[src/logic/sfpw_pkg.sv]
`default_nettype none
package sfpw_pkg;
	localparam logic [7:0] OP_WRITE_ENABLE_COMMAND        = 8'h06;
	localparam logic [7:0] OP_WRDI        = 8'h04;
	localparam logic [7:0] OP_STAT_LO     = 8'h05;
	localparam logic [7:0] OP_STAT_HI     = 8'h35;
	localparam logic [7:0] OP_WRAP_SET    = 8'h77;
	localparam logic [7:0] OP_PROG        = 8'h02;
	localparam logic [7:0] OP_PROG_QUAD   = 8'h32;
	localparam logic [7:0] OP_SECT_ERASE  = 8'h20;
	localparam logic [7:0] OP_BLK32_ERASE = 8'h52;
	localparam logic [7:0] OP_SET_PARAM   = 8'hc0;
	localparam logic [7:0] OP_WRAP_READ4  = 8'h0c;
	// wrap byte layout
	localparam int         WRAP_DIS_POS   = 4;
	localparam int         WRAP_LEN_LSB   = 5;
	localparam int         PARAM_LEN_LSB  = 0;
	localparam logic       WRAP_DIS_RST   = 1'b1;
	localparam logic [1:0] WRAP_LEN_RST   = 2'h3;
	// status bit positions within each status byte
	localparam int         STAT_BUSY_POS  = 0;
	localparam int         STAT_WEL_POS   = 1;
	localparam int         STAT_QE_POS    = 1;
	// address field sizes in bits; address length and page size in bytes
	localparam int         PAGE_BITS      = 8;
	localparam int         SECT_BITS      = 12;
	localparam int         BLK32_BITS     = 15;
	localparam int         ADDR_BYTES     = 3;
	localparam int         PAGE_SIZE      = 256;
	// self-timed cycle times
	localparam int         CLK_MHZ        = 200;
	localparam int         PROG_TIME_US   = 600;
	localparam int         ERASE_TIME_US  = 50000;
	localparam int         WEL_CLR_LEAD   = 1;
	typedef enum logic [2:0] {
		ST_OPC  = 3'b000,
		ST_ADDR = 3'b001,
		ST_DATA = 3'b010,
		ST_STAT = 3'b011,
		ST_IGN  = 3'b100
	} sfpw_state_t;
endpackage
`default_nettype wire

[src/logic/sfpw_core.sv]
`timescale 1ns/100ps
`default_nettype none
// Operation
// RQ1 - wrap-set: opcode, 24 ignored bits, one wrap byte, then chip select high.
// RQ2 - wrap-disable low enables wrap; length codes give 8, 16, 32, 64 bytes.
// RQ3 - wrapped reads restart at section start within the page until deselect.
// RQ4 - stored wrap setting governs every later quad read until rewritten.
// RQ5 - host stops wrapping by writing wrap-disable high again.
// RQ6 - four-lane wrapped read opcode uses stored length; parameter command changes it.
// RQ7 - program and erase need write-enable latch set beforehand.
// RQ8 - single-lane program: opcode, three address bytes, data bytes on lane 0.
// RQ9 - program data past page end wraps to offset zero of same page.
// RQ10 - over 256 data bytes: only last 256 are kept and programmed. Byte count stops at 511: data bytes 509 on share one slot.
// RQ11 - fewer than 256 bytes: untouched page bytes stay unchanged.
// RQ12 - program runs only if deselect falls exactly on a byte boundary.
// RQ13 - deselect starts timed program; busy high, latch cleared before end.
// RQ14 - status reads answered during self-timed cycles.
// RQ15 - program into protected page is not carried out.
// RQ16 - four-lane program needs quad enable; address and data on four lanes.
// RQ17 - sector erase: opcode plus three address bytes; any address selects sector.
// RQ18 - erase runs only if deselect follows third address byte exactly.
// RQ19 - valid erase starts timed cycle; busy high, latch cleared before end.
// RQ20 - 32KB block erase framed alike; protected block left untouched.
// RQ21 - erase of protected sector is ignored.
// RQ22 - host holds chip select low throughout each command.
// RQ23 - while busy, program, erase and wrap commands are ignored.
// RQ24 - four-lane program allowed only with quad enable bit set.
module sfpw_core #(
	parameter int unsigned PROG_CYCLES  = sfpw_pkg::PROG_TIME_US
	                                      * sfpw_pkg::CLK_MHZ,
	parameter int unsigned ERASE_CYCLES = sfpw_pkg::ERASE_TIME_US
	                                      * sfpw_pkg::CLK_MHZ
) (
	input  wire logic        clk,
	input  wire logic        rst,
	input  wire logic        cs_n,
	input  wire logic        sclk,
	input  wire logic [3:0]  data_lane_in,
	output logic      [3:0]  data_lane_out,
	output logic      [3:0]  data_lane_oe_n,
	input  wire logic        four_lane_command_mode,
	input  wire logic        quad_enable_bit,
	input  wire logic        protect_active,
	input  wire logic [23:0] protect_lo_addr,
	input  wire logic [23:0] protect_hi_addr,
	input  wire logic        rd_load,
	input  wire logic [23:0] rd_start_addr,
	input  wire logic        rd_step,
	input  wire logic        rd_quad_std,
	input  wire logic        rd_wrap_cmd,
	output logic      [23:0] rd_addr_ff,
	output logic             busy_flag,
	output logic             write_enable_latch,
	output logic             wrap_disable_bit,
	output logic      [1:0]  wrap_length_bits,
	output logic             mem_wr_ff,
	output logic      [23:0] mem_addr_ff,
	output logic      [7:0]  mem_data_ff,
	output logic             erase_req_ff,
	output logic      [23:0] erase_addr_ff,
	output logic             erase_blk32_ff
);
	import sfpw_pkg::*;

	function automatic logic [23:0] read_next(input logic [23:0] a,
	                                          input logic wrap,
	                                          input logic [1:0] len);
		logic [7:0] m;
		logic [7:0] inc;
		m = 8'(({5'h0, 3'h7} << len) | 8'(len != 2'h0 ? 8'h07 : 8'h00));
		m = 8'((8'h08 << len) - 8'h01);
		inc = a[7:0] + 8'h01;
		if (wrap)
			read_next = {a[23:8], (a[7:0] & ~m) | (inc & m)};
		else
			read_next = a + 24'h000001;
	endfunction

	function automatic logic overlap(input logic [23:0] base,
	                                 input logic [23:0] last,
	                                 input logic act,
	                                 input logic [23:0] lo,
	                                 input logic [23:0] hi);
		overlap = act && !(last < lo || base > hi);
	endfunction

	sfpw_state_t state_ff;
	logic        sclk_q_ff;
	logic        cs_q_ff;
	logic [2:0]  cnt_ff;
	logic [2:0]  ocnt_ff;
	logic [7:0]  sh_ff;
	logic [7:0]  opc_ff;
	logic [8:0]  byte_cnt_ff;
	logic [23:0] addr_ff;
	logic [7:0]  wrap_byte_ff;
	logic [7:0]  page_buf [PAGE_SIZE];
	logic [PAGE_SIZE-1:0] vld_ff;
	logic [31:0] timer_ff;
	logic        prog_run_ff;
	logic [8:0]  ptr_ff;

	logic        rise_e;
	logic        fall_e;
	logic        cs_rise;
	logic        wide;
	logic [3:0]  sum;
	logic        byte_done;
	logic [7:0]  nxt_sh;
	logic [7:0]  slot;
	logic        bnd;
	logic        is_prog;
	logic        is_erase;
	logic [23:0] er_base;
	logic [23:0] er_last;
	logic        go_prog;
	logic        go_erase;
	logic        go_write_enable_command;
	logic        go_wrdi;
	logic        go_wrap;
	logic        go_param;
	logic [7:0]  stat_byte;

	assign rise_e  = !cs_n && sclk && !sclk_q_ff;
	assign fall_e  = !cs_n && !sclk && sclk_q_ff;
	assign cs_rise = cs_n && !cs_q_ff;
	assign wide    = four_lane_command_mode
	                 || (opc_ff == OP_PROG_QUAD && state_ff != ST_OPC); // [RQ16]
	assign sum     = {1'b0, cnt_ff} + (wide ? 4'h4 : 4'h1);
	assign byte_done = rise_e && sum[3];
	assign nxt_sh  = wide ? {sh_ff[3:0], data_lane_in}
	                      : {sh_ff[6:0], data_lane_in[0]};
	assign slot    = addr_ff[7:0] + byte_cnt_ff[7:0] - 8'(ADDR_BYTES); // [RQ9]
	assign bnd     = cnt_ff == 3'h0; // [RQ12] [RQ18]
	assign is_prog = opc_ff == OP_PROG || opc_ff == OP_PROG_QUAD;
	assign is_erase = opc_ff == OP_SECT_ERASE || opc_ff == OP_BLK32_ERASE;
	assign er_base = opc_ff == OP_BLK32_ERASE
	                 ? {addr_ff[23:BLK32_BITS], BLK32_BITS'(0)}
	                 : {addr_ff[23:SECT_BITS], SECT_BITS'(0)}; // [RQ17] [RQ20]
	assign er_last = opc_ff == OP_BLK32_ERASE
	                 ? {addr_ff[23:BLK32_BITS], {BLK32_BITS{1'b1}}}
	                 : {addr_ff[23:SECT_BITS], {SECT_BITS{1'b1}}};
	assign go_prog = cs_rise && state_ff == ST_DATA && bnd && is_prog
	                 && byte_cnt_ff > 9'(ADDR_BYTES) && write_enable_latch
	                 && !overlap({addr_ff[23:PAGE_BITS], PAGE_BITS'(0)},
	                             {addr_ff[23:PAGE_BITS], {PAGE_BITS{1'b1}}},
	                             protect_active, protect_lo_addr,
	                             protect_hi_addr); // [RQ7] [RQ12] [RQ15]
	assign go_erase = cs_rise && state_ff == ST_DATA && bnd && is_erase
	                  && byte_cnt_ff == 9'(ADDR_BYTES) && write_enable_latch
	                  && !overlap(er_base, er_last, protect_active,
	                              protect_lo_addr, protect_hi_addr); // [RQ7] [RQ18] [RQ21] [RQ20]
	assign go_write_enable_command = cs_rise && state_ff == ST_DATA && bnd
	                 && opc_ff == OP_WRITE_ENABLE_COMMAND && byte_cnt_ff == 9'h0;
	assign go_wrdi = cs_rise && state_ff == ST_DATA && bnd
	                 && opc_ff == OP_WRDI && byte_cnt_ff == 9'h0;
	assign go_wrap = cs_rise && state_ff == ST_DATA && bnd
	                 && opc_ff == OP_WRAP_SET
	                 && byte_cnt_ff == 9'(ADDR_BYTES + 1); // [RQ1]
	assign go_param = cs_rise && state_ff == ST_DATA && bnd
	                  && opc_ff == OP_SET_PARAM && byte_cnt_ff == 9'h1; // [RQ6]

	always_comb begin
		stat_byte = 8'h00;
		if (opc_ff == OP_STAT_HI) begin
			stat_byte[STAT_QE_POS] = quad_enable_bit;
		end else begin
			stat_byte[STAT_BUSY_POS] = busy_flag;
			stat_byte[STAT_WEL_POS]  = write_enable_latch;
		end
	end

	always_ff @(posedge clk) begin
		if (rst) begin
			sclk_q_ff <= 1'b0;
			cs_q_ff   <= 1'b1;
		end else begin
			sclk_q_ff <= sclk;
			cs_q_ff   <= cs_n;
		end
	end

	// command framing
	always_ff @(posedge clk) begin
		if (rst || cs_n) begin
			state_ff    <= ST_OPC;
			cnt_ff      <= 3'h0;
			sh_ff       <= 8'h00;
			byte_cnt_ff <= 9'h000;
		end else if (rise_e) begin
			sh_ff  <= nxt_sh;
			cnt_ff <= sum[2:0];
			if (byte_done) begin
				if (state_ff != ST_OPC && byte_cnt_ff != 9'h1ff)
					byte_cnt_ff <= byte_cnt_ff + 9'h001;
				unique case (state_ff)
					ST_OPC: begin
						if (nxt_sh == OP_STAT_LO || nxt_sh == OP_STAT_HI)
							state_ff <= ST_STAT; // [RQ14]
						else if (busy_flag)
							state_ff <= ST_IGN; // [RQ23]
						else if (nxt_sh == OP_PROG || nxt_sh == OP_SECT_ERASE
						         || nxt_sh == OP_BLK32_ERASE
						         || nxt_sh == OP_WRAP_SET)
							state_ff <= ST_ADDR; // [RQ8] [RQ17]
						else if (nxt_sh == OP_PROG_QUAD)
							state_ff <= quad_enable_bit ? ST_ADDR : ST_IGN; // [RQ24] [RQ16]
						else if (nxt_sh == OP_WRITE_ENABLE_COMMAND || nxt_sh == OP_WRDI
						         || (nxt_sh == OP_SET_PARAM
						             && four_lane_command_mode))
							state_ff <= ST_DATA;
						else
							state_ff <= ST_IGN;
					end
					ST_ADDR: begin
						if (byte_cnt_ff == 9'(ADDR_BYTES - 1))
							state_ff <= ST_DATA;
					end
					ST_DATA, ST_STAT, ST_IGN: begin
					end
					default: state_ff <= ST_IGN;
				endcase
			end
		end
	end

	always_ff @(posedge clk) begin
		if (rst) begin
			opc_ff       <= 8'h00;
			addr_ff      <= 24'h000000;
			wrap_byte_ff <= 8'h00;
		end else if (byte_done) begin
			if (state_ff == ST_OPC)
				opc_ff <= nxt_sh;
			if (state_ff == ST_ADDR)
				addr_ff <= {addr_ff[15:0], nxt_sh};
			if (state_ff == ST_DATA)
				wrap_byte_ff <= nxt_sh; // [RQ1]
		end
	end

	// page buffer; later bytes overwrite earlier ones at the same slot
	always_ff @(posedge clk) begin
		if (byte_done && state_ff == ST_DATA && is_prog)
			page_buf[slot] <= nxt_sh; // [RQ9] [RQ10]
	end

	always_ff @(posedge clk) begin
		if (rst)
			vld_ff <= '0;
		else if (byte_done && state_ff == ST_OPC && !busy_flag)
			vld_ff <= '0; // [RQ11]
		else if (byte_done && state_ff == ST_DATA && is_prog)
			vld_ff[slot] <= 1'b1; // [RQ11]
	end

	// wrap setting and read address sequencing
	always_ff @(posedge clk) begin
		if (rst) begin
			wrap_disable_bit <= WRAP_DIS_RST;
			wrap_length_bits <= WRAP_LEN_RST;
		end else if (go_wrap) begin
			wrap_disable_bit <= wrap_byte_ff[WRAP_DIS_POS]; // [RQ2] [RQ5]
			wrap_length_bits <= wrap_byte_ff[WRAP_LEN_LSB +: 2]; // [RQ2]
		end else if (go_param) begin
			wrap_length_bits <= wrap_byte_ff[PARAM_LEN_LSB +: 2]; // [RQ6]
		end
	end

	always_ff @(posedge clk) begin
		if (rst)
			rd_addr_ff <= 24'h000000;
		else if (rd_load)
			rd_addr_ff <= rd_start_addr;
		else if (rd_step)
			rd_addr_ff <= read_next(rd_addr_ff,
			                        rd_wrap_cmd
			                        || (rd_quad_std && !wrap_disable_bit),
			                        wrap_length_bits); // [RQ3] [RQ4] [RQ6]
	end

	// write enable latch
	always_ff @(posedge clk) begin
		if (rst)
			write_enable_latch <= 1'b0;
		else if (go_write_enable_command)
			write_enable_latch <= 1'b1;
		else if (go_wrdi
		         || (busy_flag && timer_ff == 32'(WEL_CLR_LEAD)))
			write_enable_latch <= 1'b0; // [RQ13] [RQ19]
	end

	// self-timed program and erase cycle
	always_ff @(posedge clk) begin
		if (rst) begin
			busy_flag   <= 1'b0;
			timer_ff    <= 32'h0;
			prog_run_ff <= 1'b0;
		end else if (go_prog || go_erase) begin
			busy_flag   <= 1'b1; // [RQ13] [RQ19]
			timer_ff    <= go_prog ? 32'(PROG_CYCLES - 1)
			                       : 32'(ERASE_CYCLES - 1);
			prog_run_ff <= go_prog;
		end else if (busy_flag) begin
			timer_ff <= timer_ff - 32'h1;
			if (timer_ff == 32'h0) begin
				busy_flag   <= 1'b0;
				prog_run_ff <= 1'b0;
			end
		end
	end

	always_ff @(posedge clk) begin
		if (rst) begin
			ptr_ff      <= 9'h000;
			mem_wr_ff   <= 1'b0;
			mem_addr_ff <= 24'h000000;
			mem_data_ff <= 8'h00;
		end else if (go_prog) begin
			ptr_ff    <= 9'h000;
			mem_wr_ff <= 1'b0;
		end else if (prog_run_ff && !ptr_ff[8]) begin
			ptr_ff      <= ptr_ff + 9'h001;
			mem_wr_ff   <= vld_ff[ptr_ff[7:0]]; // [RQ11]
			mem_addr_ff <= {addr_ff[23:PAGE_BITS], ptr_ff[7:0]};
			mem_data_ff <= page_buf[ptr_ff[7:0]];
		end else begin
			mem_wr_ff <= 1'b0;
		end
	end

	always_ff @(posedge clk) begin
		if (rst) begin
			erase_req_ff   <= 1'b0;
			erase_addr_ff  <= 24'h000000;
			erase_blk32_ff <= 1'b0;
		end else begin
			erase_req_ff <= go_erase;
			if (go_erase) begin
				erase_addr_ff  <= er_base; // [RQ17] [RQ20]
				erase_blk32_ff <= opc_ff == OP_BLK32_ERASE;
			end
		end
	end

	// status read-out on falling serial clock
	always_ff @(posedge clk) begin
		if (rst || cs_n) begin
			data_lane_out  <= 4'h0;
			data_lane_oe_n <= 4'hf;
			ocnt_ff        <= 3'h0;
		end else if (fall_e && state_ff == ST_STAT) begin
			if (four_lane_command_mode) begin
				data_lane_out  <= ocnt_ff[2] ? stat_byte[3:0]
				                             : stat_byte[7:4]; // [RQ14]
				data_lane_oe_n <= 4'h0;
				ocnt_ff        <= ocnt_ff + 3'h4;
			end else begin
				data_lane_out  <= {2'b00, stat_byte[3'h7 - ocnt_ff], 1'b0}; // [RQ14]
				data_lane_oe_n <= 4'hd;
				ocnt_ff        <= ocnt_ff + 3'h1;
			end
		end
	end
endmodule // sfpw_core
`default_nettype wire

[config.mk]
export PLATFORM = sky130hd
export DESIGN_NAME = sfpw_core
export DESIGN_NICKNAME = d
export VERILOG_FILES = /design/src/logic/sfpw_pkg.sv /design/src/logic/sfpw_core.sv
export SDC_FILE = /design/constraint.sdc
export NUM_CORES = 2
export LEC_CHECK = 0
export ABC_AREA = 1
export BUFFER_PORTS_ARGS = -buffer_cell sky130_fd_sc_hd__clkbuf_2
export CAP_MARGIN = 20
export CORE_MARGIN = 1.5
export CORE_UTILIZATION = 60
export CTS_CLUSTER_DIAMETER = 120
export DETAILED_ROUTE_END_ITERATION = 10
export PLACE_DENSITY_LB_ADDON = 0.08
export SYNTH_ARGS = -nofsm -noshare
export SYNTH_HDL_FRONTEND = slang
export SYNTH_SLANG_ARGS = --single-unit
[constraint.sdc]
create_clock -name clk -period 6.8 [get_ports clk]
set_input_delay 1.36 -clock clk [delete_from_list [all_inputs] [get_ports clk]]
set_output_delay 1.36 -clock clk [all_outputs]
set_load 0.01 [all_outputs]
## Yosys cells after proc, flatten, opt, wreduce, memory -nomap -nowiden

Memory sizes are Yosys's and may differ from the RTL's. A register that Yosys moved wholly into a read port is not among the register bits.
Cells that the tools add are included.

- Output and inout port bits: 96
- Memories: 1
- Logic and storage cells: 217
- Bits in read-only memories: 0
- Bits of input ports: 87
- Bits in latches: 0
- Bits in registers: 452
- Memory bits (writable): 2,048

Memories:

| memory | depth | width | read ports | clocked after memory_dff | write ports | RTL line | RTL |
|---|---|---|---|---|---|---|---|
| page_buf | 256 | 8 | 1 | 1 | 1 | sfpw_core.sv:97 | `logic [7:0] page_buf [PAGE_SIZE];` |

- Reduce and logical (&&, ||, !) cells: 86
- Bitwise operators: 8
- Equality and inequality tests: 31
- Order comparisons: 9
- Divide/modulo/power cells: 0
- Add/subtract/negate cells: 12
- Shifts and indexed selects: 1
- $mul: 0
- Multiplexer cells: 42

Operators by type and width:

| kind | number |
|---|---|
| bitwise OR 256 bit | 1 |
| 2-to-1 mux 24 bit | 4 |
| 2-to-1 mux 32 bit | 2 |
| equality test 8 x 6 -> 1 bit (second input constant) | 6 |
| > comparator 24 bit | 2 |
| < comparator 24 bit | 2 |
| equality test 8 x 3 -> 1 bit (second input constant) | 5 |
| logical AND 1 bit | 38 |
| equality test 32 x 1 -> 1 bit (second input constant) | 1 |
| equality test 8 x 7 -> 1 bit (second input constant) | 4 |
| logical NOT 32 bit | 1 |
| subtractor 32 x 1 -> 32 bit (second input constant) | 1 |
| 2-to-1 mux 15 bit | 2 |
| 2-to-1 mux 3 bit | 9 |
| adder 24 x 1 -> 24 bit (second input constant) | 1 |
| adder 9 x 1 -> 9 bit (second input constant) | 2 |
| equality test 9 x 2 -> 1 bit (second input constant) | 2 |
| < comparator 8 x 9 -> 1 bit (second input constant) | 2 |
| bitwise AND 8 bit | 2 |
| equality test 8 x 2 -> 1 bit (second input constant) | 2 |
| equality test 8 bit (second input constant) | 2 |
| logical OR 1 bit | 15 |
| 2-to-1 mux 1 bit | 15 |
| AND reduction 2 bit | 6 |
| 38 further kinds | 62 |

## Depth between registers and ports, before layout

- Word-level depth: 13
- Mapped depth: 22
- Gate-level depth less buffers: 20

## Least setup slack after synthesis

Ideal clock, no wire load.

- Kind: input to register
- Start point: input port four_lane_command_mode
- End point: register state_ff[1]
- Setup time: 70 ps
- Stages on the path: 10
- Arrival: 6,038 ps
- Path slack: 692 ps
- Buffers on the path: 1
- Required time: 6,730 ps
- Cell sequence: inv_1 -> clkbuf_1 -> nand3_1 -> nand2_1 -> nand2_1 -> nor3_1 -> o21ai_0 -> a21oi_1 -> o21ai_0 -> a21oi_1

- Cells in the longest elaborated chain, start to end: 11
- Elaborated cells between the ends (all ways): 29
- Classes of those cells: add/sub (1); eq/ne (10); mux (8); reduce/logical (10)

Ends and longest elaborated chain:

| what | RTL line | RTL |
|---|---|---|
| start, declared | sfpw_core.sv:41 | `input wire logic four_lane_command_mode,` |
| logical OR 1 bit * | sfpw_core.sv:128 | `\|\| (opc_ff == OP_PROG_QUAD && state_ff != ST_OPC);` |
| 2-to-1 mux 8 bit * | sfpw_core.sv:131 | `assign nxt_sh = wide ? {sh_ff[3:0], data_lane_in}` |
| via nxt_sh[2] | sfpw_core.sv:109 | `logic [7:0] nxt_sh;` |
| equality test 8 x 3 -> 1 bit or equality test 8 bit (tied branches) | sfpw_core.sv:208, sfpw_core.sv:209 |  |
| logical OR 1 bit or logical AND 1 bit (tied branches) | sfpw_core.sv:208, sfpw_core.sv:210 |  |
| logical OR 1 bit | sfpw_core.sv:209 | `\|\| (nxt_sh == OP_SET_PARAM` |
| 2-to-1 mux 3 bit | sfpw_core.sv:208 | `else if (nxt_sh == OP_WRITE_ENABLE_COMMAND \|\| nxt_sh == OP_WRDI` |
| 2-to-1 mux 3 bit | sfpw_core.sv:206 | `else if (nxt_sh == OP_PROG_QUAD)` |
| 2-to-1 mux 3 bit | sfpw_core.sv:202 | `else if (nxt_sh == OP_PROG \|\| nxt_sh == OP_SECT_ERASE` |
| 2-to-1 mux 3 bit | sfpw_core.sv:200 | `else if (busy_flag)` |
| 2-to-1 mux 3 bit * | sfpw_core.sv:198 | `if (nxt_sh == OP_STAT_LO \|\| nxt_sh == OP_STAT_HI)` |
| one-hot mux 3 bit (3 select lines) * | sfpw_core.sv:196 | `unique case (state_ff)` |
| end signal, assigned | sfpw_core.sv:207 | `state_ff <= quad_enable_bit ? ST_ADDR : ST_IGN;` |
| end, declared | sfpw_core.sv:87 | `sfpw_state_t state_ff;` |

The timed path passes the listed nets; every way through them passes the cells marked *.
A chain may end at the register's enable or synchronous reset.

## Worst setup path after layout

- Start point: register state_ff[2]
- End point: memory page_buf[167][2], enable pin

- Cells in the longest elaborated chain, start to end: 10
- Elaborated cells between the ends (all ways): 11
- Classes of those cells: add/sub (1); eq/ne (1); mux (3); reduce/logical (6)

Ends and longest elaborated chain:

| what | RTL line | RTL |
|---|---|---|
| nonzero test 3 bit | sfpw_core.sv:128 |  |
| logical AND 1 bit | sfpw_core.sv:128 |  |
| logical OR 1 bit | sfpw_core.sv:128 |  |
| 2-to-1 mux 3 bit | sfpw_core.sv:129 | `assign sum = {1'b0, cnt_ff} + (wide ? 4'h4 : 4'h1);` |
| adder 3 x 3 -> 4 bit | sfpw_core.sv:129 |  |
| logical AND 1 bit | sfpw_core.sv:130 | `assign byte_done = rise_e && sum[3];` |
| logical AND 1 bit * (2 in series) | sfpw_core.sv:244 | `if (byte_done && state_ff == ST_DATA && is_prog)` |
| 2-to-1 mux 1 bit * | sfpw_core.sv:244 |  |
| 2-to-1 mux 1 bit (not written as such) * | sfpw_core.sv:245 | `page_buf[slot] <= nxt_sh;` |
| end, declared | sfpw_core.sv:97 |  |

Mark *: on every way between the ends. The rest lies on a longest branch, timed or not.

==> reports/qor.txt <==
Final period util - 78.31%
Worst setup startpoint - state_ff[2]$_SDFFE_PP0P_
sequential fraction of the synthesis area - 69.89%
CP Capture Type - flop
total power - 30.51 mW
Port Buffers - 160
die width - 412.6 um
Final GP Congestion - 0.9091
Internal - 24.39 mW
leakage - 38.89 nW
TritonCTS buffer count - 237
number of setup buffers added after CTS - 0
R2R setup slack - 1.48 ns
core box area - 166,800 um2
depth of the CTS H-tree - 4
All-Layer GR Usage - 32.09%
DR pass1 iterations - 6
die area - 170,200 um2
power per cell area - 272.3 nW/um2
grt ovf - 0
FF-to-FF Start - state_ff[2]$_SDFFE_PP0P_
# setup viols final - 0
RSZ-0062 raised after global routing - no
Non-Filler Instances - 11,330
Clock Skews - 0.02679 ns
Worst Setup EP - page_buf[167][2]$_DFFE_PP_
clock latency on the worst-skew pair - 0.88 ns
Post-Syn Area - 100,700 um2
I/O pins - 183
Max Slew Vio Count - 0
WP data arrival - 5.82 ns
wire per inst - 24.45 um
sw frac - 20.04%
Reg power frac - 54.1%
area growth from synthesis to layout - 11.30%
Post-Route WL - 277.1 mm
CTS Hold Bufs - 0
run status - complete, no violations
PnR worst setup slack - 1.475 ns
first-pass GRT wire length - 409.9 mm
placed cell count - 10,870
initial antenna violation count - 8
Clock Tree Buf Depth - 3
power share of the clock group - 44.4%
Die Y-Extent - 412.6 um
actual slew at the worst max-slew pin - 1.142 ns
Reg clk slew, reported paths - 0.06 ns
vias per cell - 6.236
Setup Crit Path Kind - flop to flop
pin count of the biggest net entering global routing - 194
Post-Syn Area per Cell - 11.32 um2
via count - 70,660
Comb pwr share - 1.5%
clock root buffer - clkbuf_16
Post-synth EDFFs - 2,048
Worst EP required - 7.30 ns
ys flop type - edfxtp_1
post-cts resize count - 0
WHS - 0.4447 ns
Max rail drop VDD - 0.0003070 V
Synth Instances - 8,891
clk sinks - 2,490
Hold Violations, Final - 0
count of different cell masters after synthesis - 54
TritonCTS clock tree - yes
crit path time final - 5.325 ns
Rows - 150
max-cap violations - 0
Initial DRC Count - 8,574
placed cell area - 104,000 um2
CP Max Fanout - 13
DRC Markers - 0
Sw Pwr - 6.115 mW
share of layout cells above drive strength 1 - 9.404%
reg2reg end - page_buf[167][2]$_DFFE_PP_
slew margin rel. - 23.89%
Final #Nets - 9,058
pre-CTS setup slack - 0.8377 ns
Post-DP HPWL - 154.6 mm
utilization after layout - 67.15%
setup_tns - 0 ns
fin area - 112,000 um2
Initial Util - 60.33%
Synth Register Bits - 2,490
Setup crit start kind - flop
ys async rst share - 0%
fmax - 187.8 MHz
FF-to-FF path depth - 17
Worst Hold Class - flop to flop
Final ANT Viol Nets - 0
YS warnings - 0
vias in the first global route - 66,220
cell usage in the layout, fill, tap and decap left out, types with 16 or more instances in the layout:
cell type,n
clkbuf_8,35
bufinv_16,23
o22ai_1,334
nand4_1,52
buf_4,178
nor2_2,38
clkbuf_2,159
xor2_1,28
nand2_1,512
clkinv_1,26
clkinv_2,43
buf_12,36
o221ai_1,185
a211oi_1,16
o211ai_1,108
inv_2,20
dfxtp_1,438
o21ai_0,1295
nor4_1,16
edfxtp_1,2048
nand3_1,375
ha_1,63
nor2_1,2116
inv_1,239
nand2_2,22
clkbuf_1,65
clkbuf_16,243
nor3_1,34
a21oi_1,253
cell usage after synthesis, types with 4 or more instances:
cell / instances / area (um2)
nor3_1: 34 / 170.2
nand3_1: 375 / 1877
o221ai_1: 185 / 1620
nand2_2: 15 / 93.84
nor4_1: 16 / 100.1
buf_2: 92 / 460.4
nand2_1: 524 / 1967
or2_2: 4 / 25.02
clkbuf_1: 467 / 1753
o22ai_1: 334 / 2090
nor3b_1: 6 / 45.04
buf_4: 25 / 187.7
o211ai_1: 108 / 810.8
dfxtp_1: 442 / 8848
nor3_4: 4 / 65.06
edfxtp_1: 2048 / 61500
inv_1: 244 / 915.9
xor2_1: 28 / 245.2
a21o_1: 4 / 30.03
buf_1: 25 / 93.84
nor2_1: 2118 / 7950
xor2_2: 4 / 65.06
inv_2: 21 / 78.83
nand4_1: 52 / 325.3
xnor2_1: 13 / 113.9
ha_1: 63 / 788.3
o21ai_0: 1295 / 6481
a211oi_1: 16 / 120.1
a221oi_1: 4 / 35.03
nor2_2: 37 / 231.5
a21oi_1: 253 / 1266
critical path, cell delays in order, from the launching register on:
cell	delay, ns
dfxtp_1	0.35
nor2_1	0.16
nand2_1	0.18
nand3_1	0.38
nand2_1	0.39
ha_1	0.44
a31o_2	0.15
inv_1	0.04
nor2_2	0.21
inv_2	0.10
nor2_4	0.16
inv_2	0.08
nor2_2	0.18
inv_2	0.13
nor3_4	0.24
nand2_2	0.56
buf_4	0.43
nor2_1	0.75
layout make-up:
type / instances / area [um2]
tap: 2204 / 2758
inverter: 268 / 1050
sequential: 2490 / 70360
timing repair buffer: 375 / 2879
clock inverter: 113 / 1255
fill: 12330 / 54820
antenna: 3 / 7.507
clock buffer: 343 / 6807
multi-input combinational: 5535 / 26910
per-layer routing:
metal	track usage, %	share of wire [%]	vias to the layer above
met2	49.09	46	3446
li1	-	-	31990
met4	12.80	4.0	8
met3	5.995	9.9	540
met5	0	0.020	-
met1	45.78	40	34680
power by group through the flow:
stage | combinational, mW | sequential, mW | clock, mW
after global routing | 0.489 | 16.5 | 14.2
final | 0.455 | 16.5 | 13.5
after detailed placement | 0.450 | 16.8 | 0
after global placement | 0.437 | 16.8 | 0
after CTS | 0.450 | 16.5 | 13.6
after floorplan | 0.204 | 16.9 | 0
registers in the layout (all words and copies together) (netlist names), 7 cells and up, named ones only:
register       flops
sh_ff              7
opc_ff             8
ptr_ff             9
mem_data_ff        8
byte_cnt_ff        9
addr_ff           24
page_buf        2048
vld_ff           256
erase_addr_ff     12
rd_addr_ff        19
timer_ff          32
mem_addr_ff       24
cell families (layout without fill, tap and decap cells):
logic type / after synthesis / count (layout) / synth area share [%]
buffers and inverters: 879 / 1099 / 3.500
AO/OA/AOI/OAI: 2221 / 2221 / 12.56
XOR/XNOR: 45 / 45 / 0.4214
other: 1 / 17 / 0.003725
flip-flops: 2490 / 2490 / 69.89
AND/OR/NAND/NOR: 3191 / 3191 / 12.83
adder cells (fa/ha/maj): 64 / 64 / 0.8030
worst min path at each step:
| stage | startpoint | cells after the start | to | slack [ns] |
|---|---|---|---|---|
| detailed placement | data_lane_oe_n[1]$_SDFFE_PP1P_ | 2 | data_lane_oe_n[1]$_SDFFE_PP1P_ | 0.44 |
| floorplan | ocnt_ff[2]$_SDFFE_PP0P_ | 1 | ocnt_ff[2]$_SDFFE_PP0P_ | 0.42 |
| global placement | data_lane_oe_n[1]$_SDFFE_PP1P_ | 2 | data_lane_oe_n[1]$_SDFFE_PP1P_ | 0.43 |
| global route | data_lane_oe_n[1]$_SDFFE_PP1P_ | 2 | data_lane_oe_n[1]$_SDFFE_PP1P_ | 0.47 |
| finish | data_lane_oe_n[1]$_SDFFE_PP1P_ | 2 | data_lane_oe_n[1]$_SDFFE_PP1P_ | 0.44 |
| CTS | data_lane_oe_n[1]$_SDFFE_PP1P_ | 2 | data_lane_oe_n[1]$_SDFFE_PP1P_ | 0.45 |
Power figures use the tool's default switching activity.
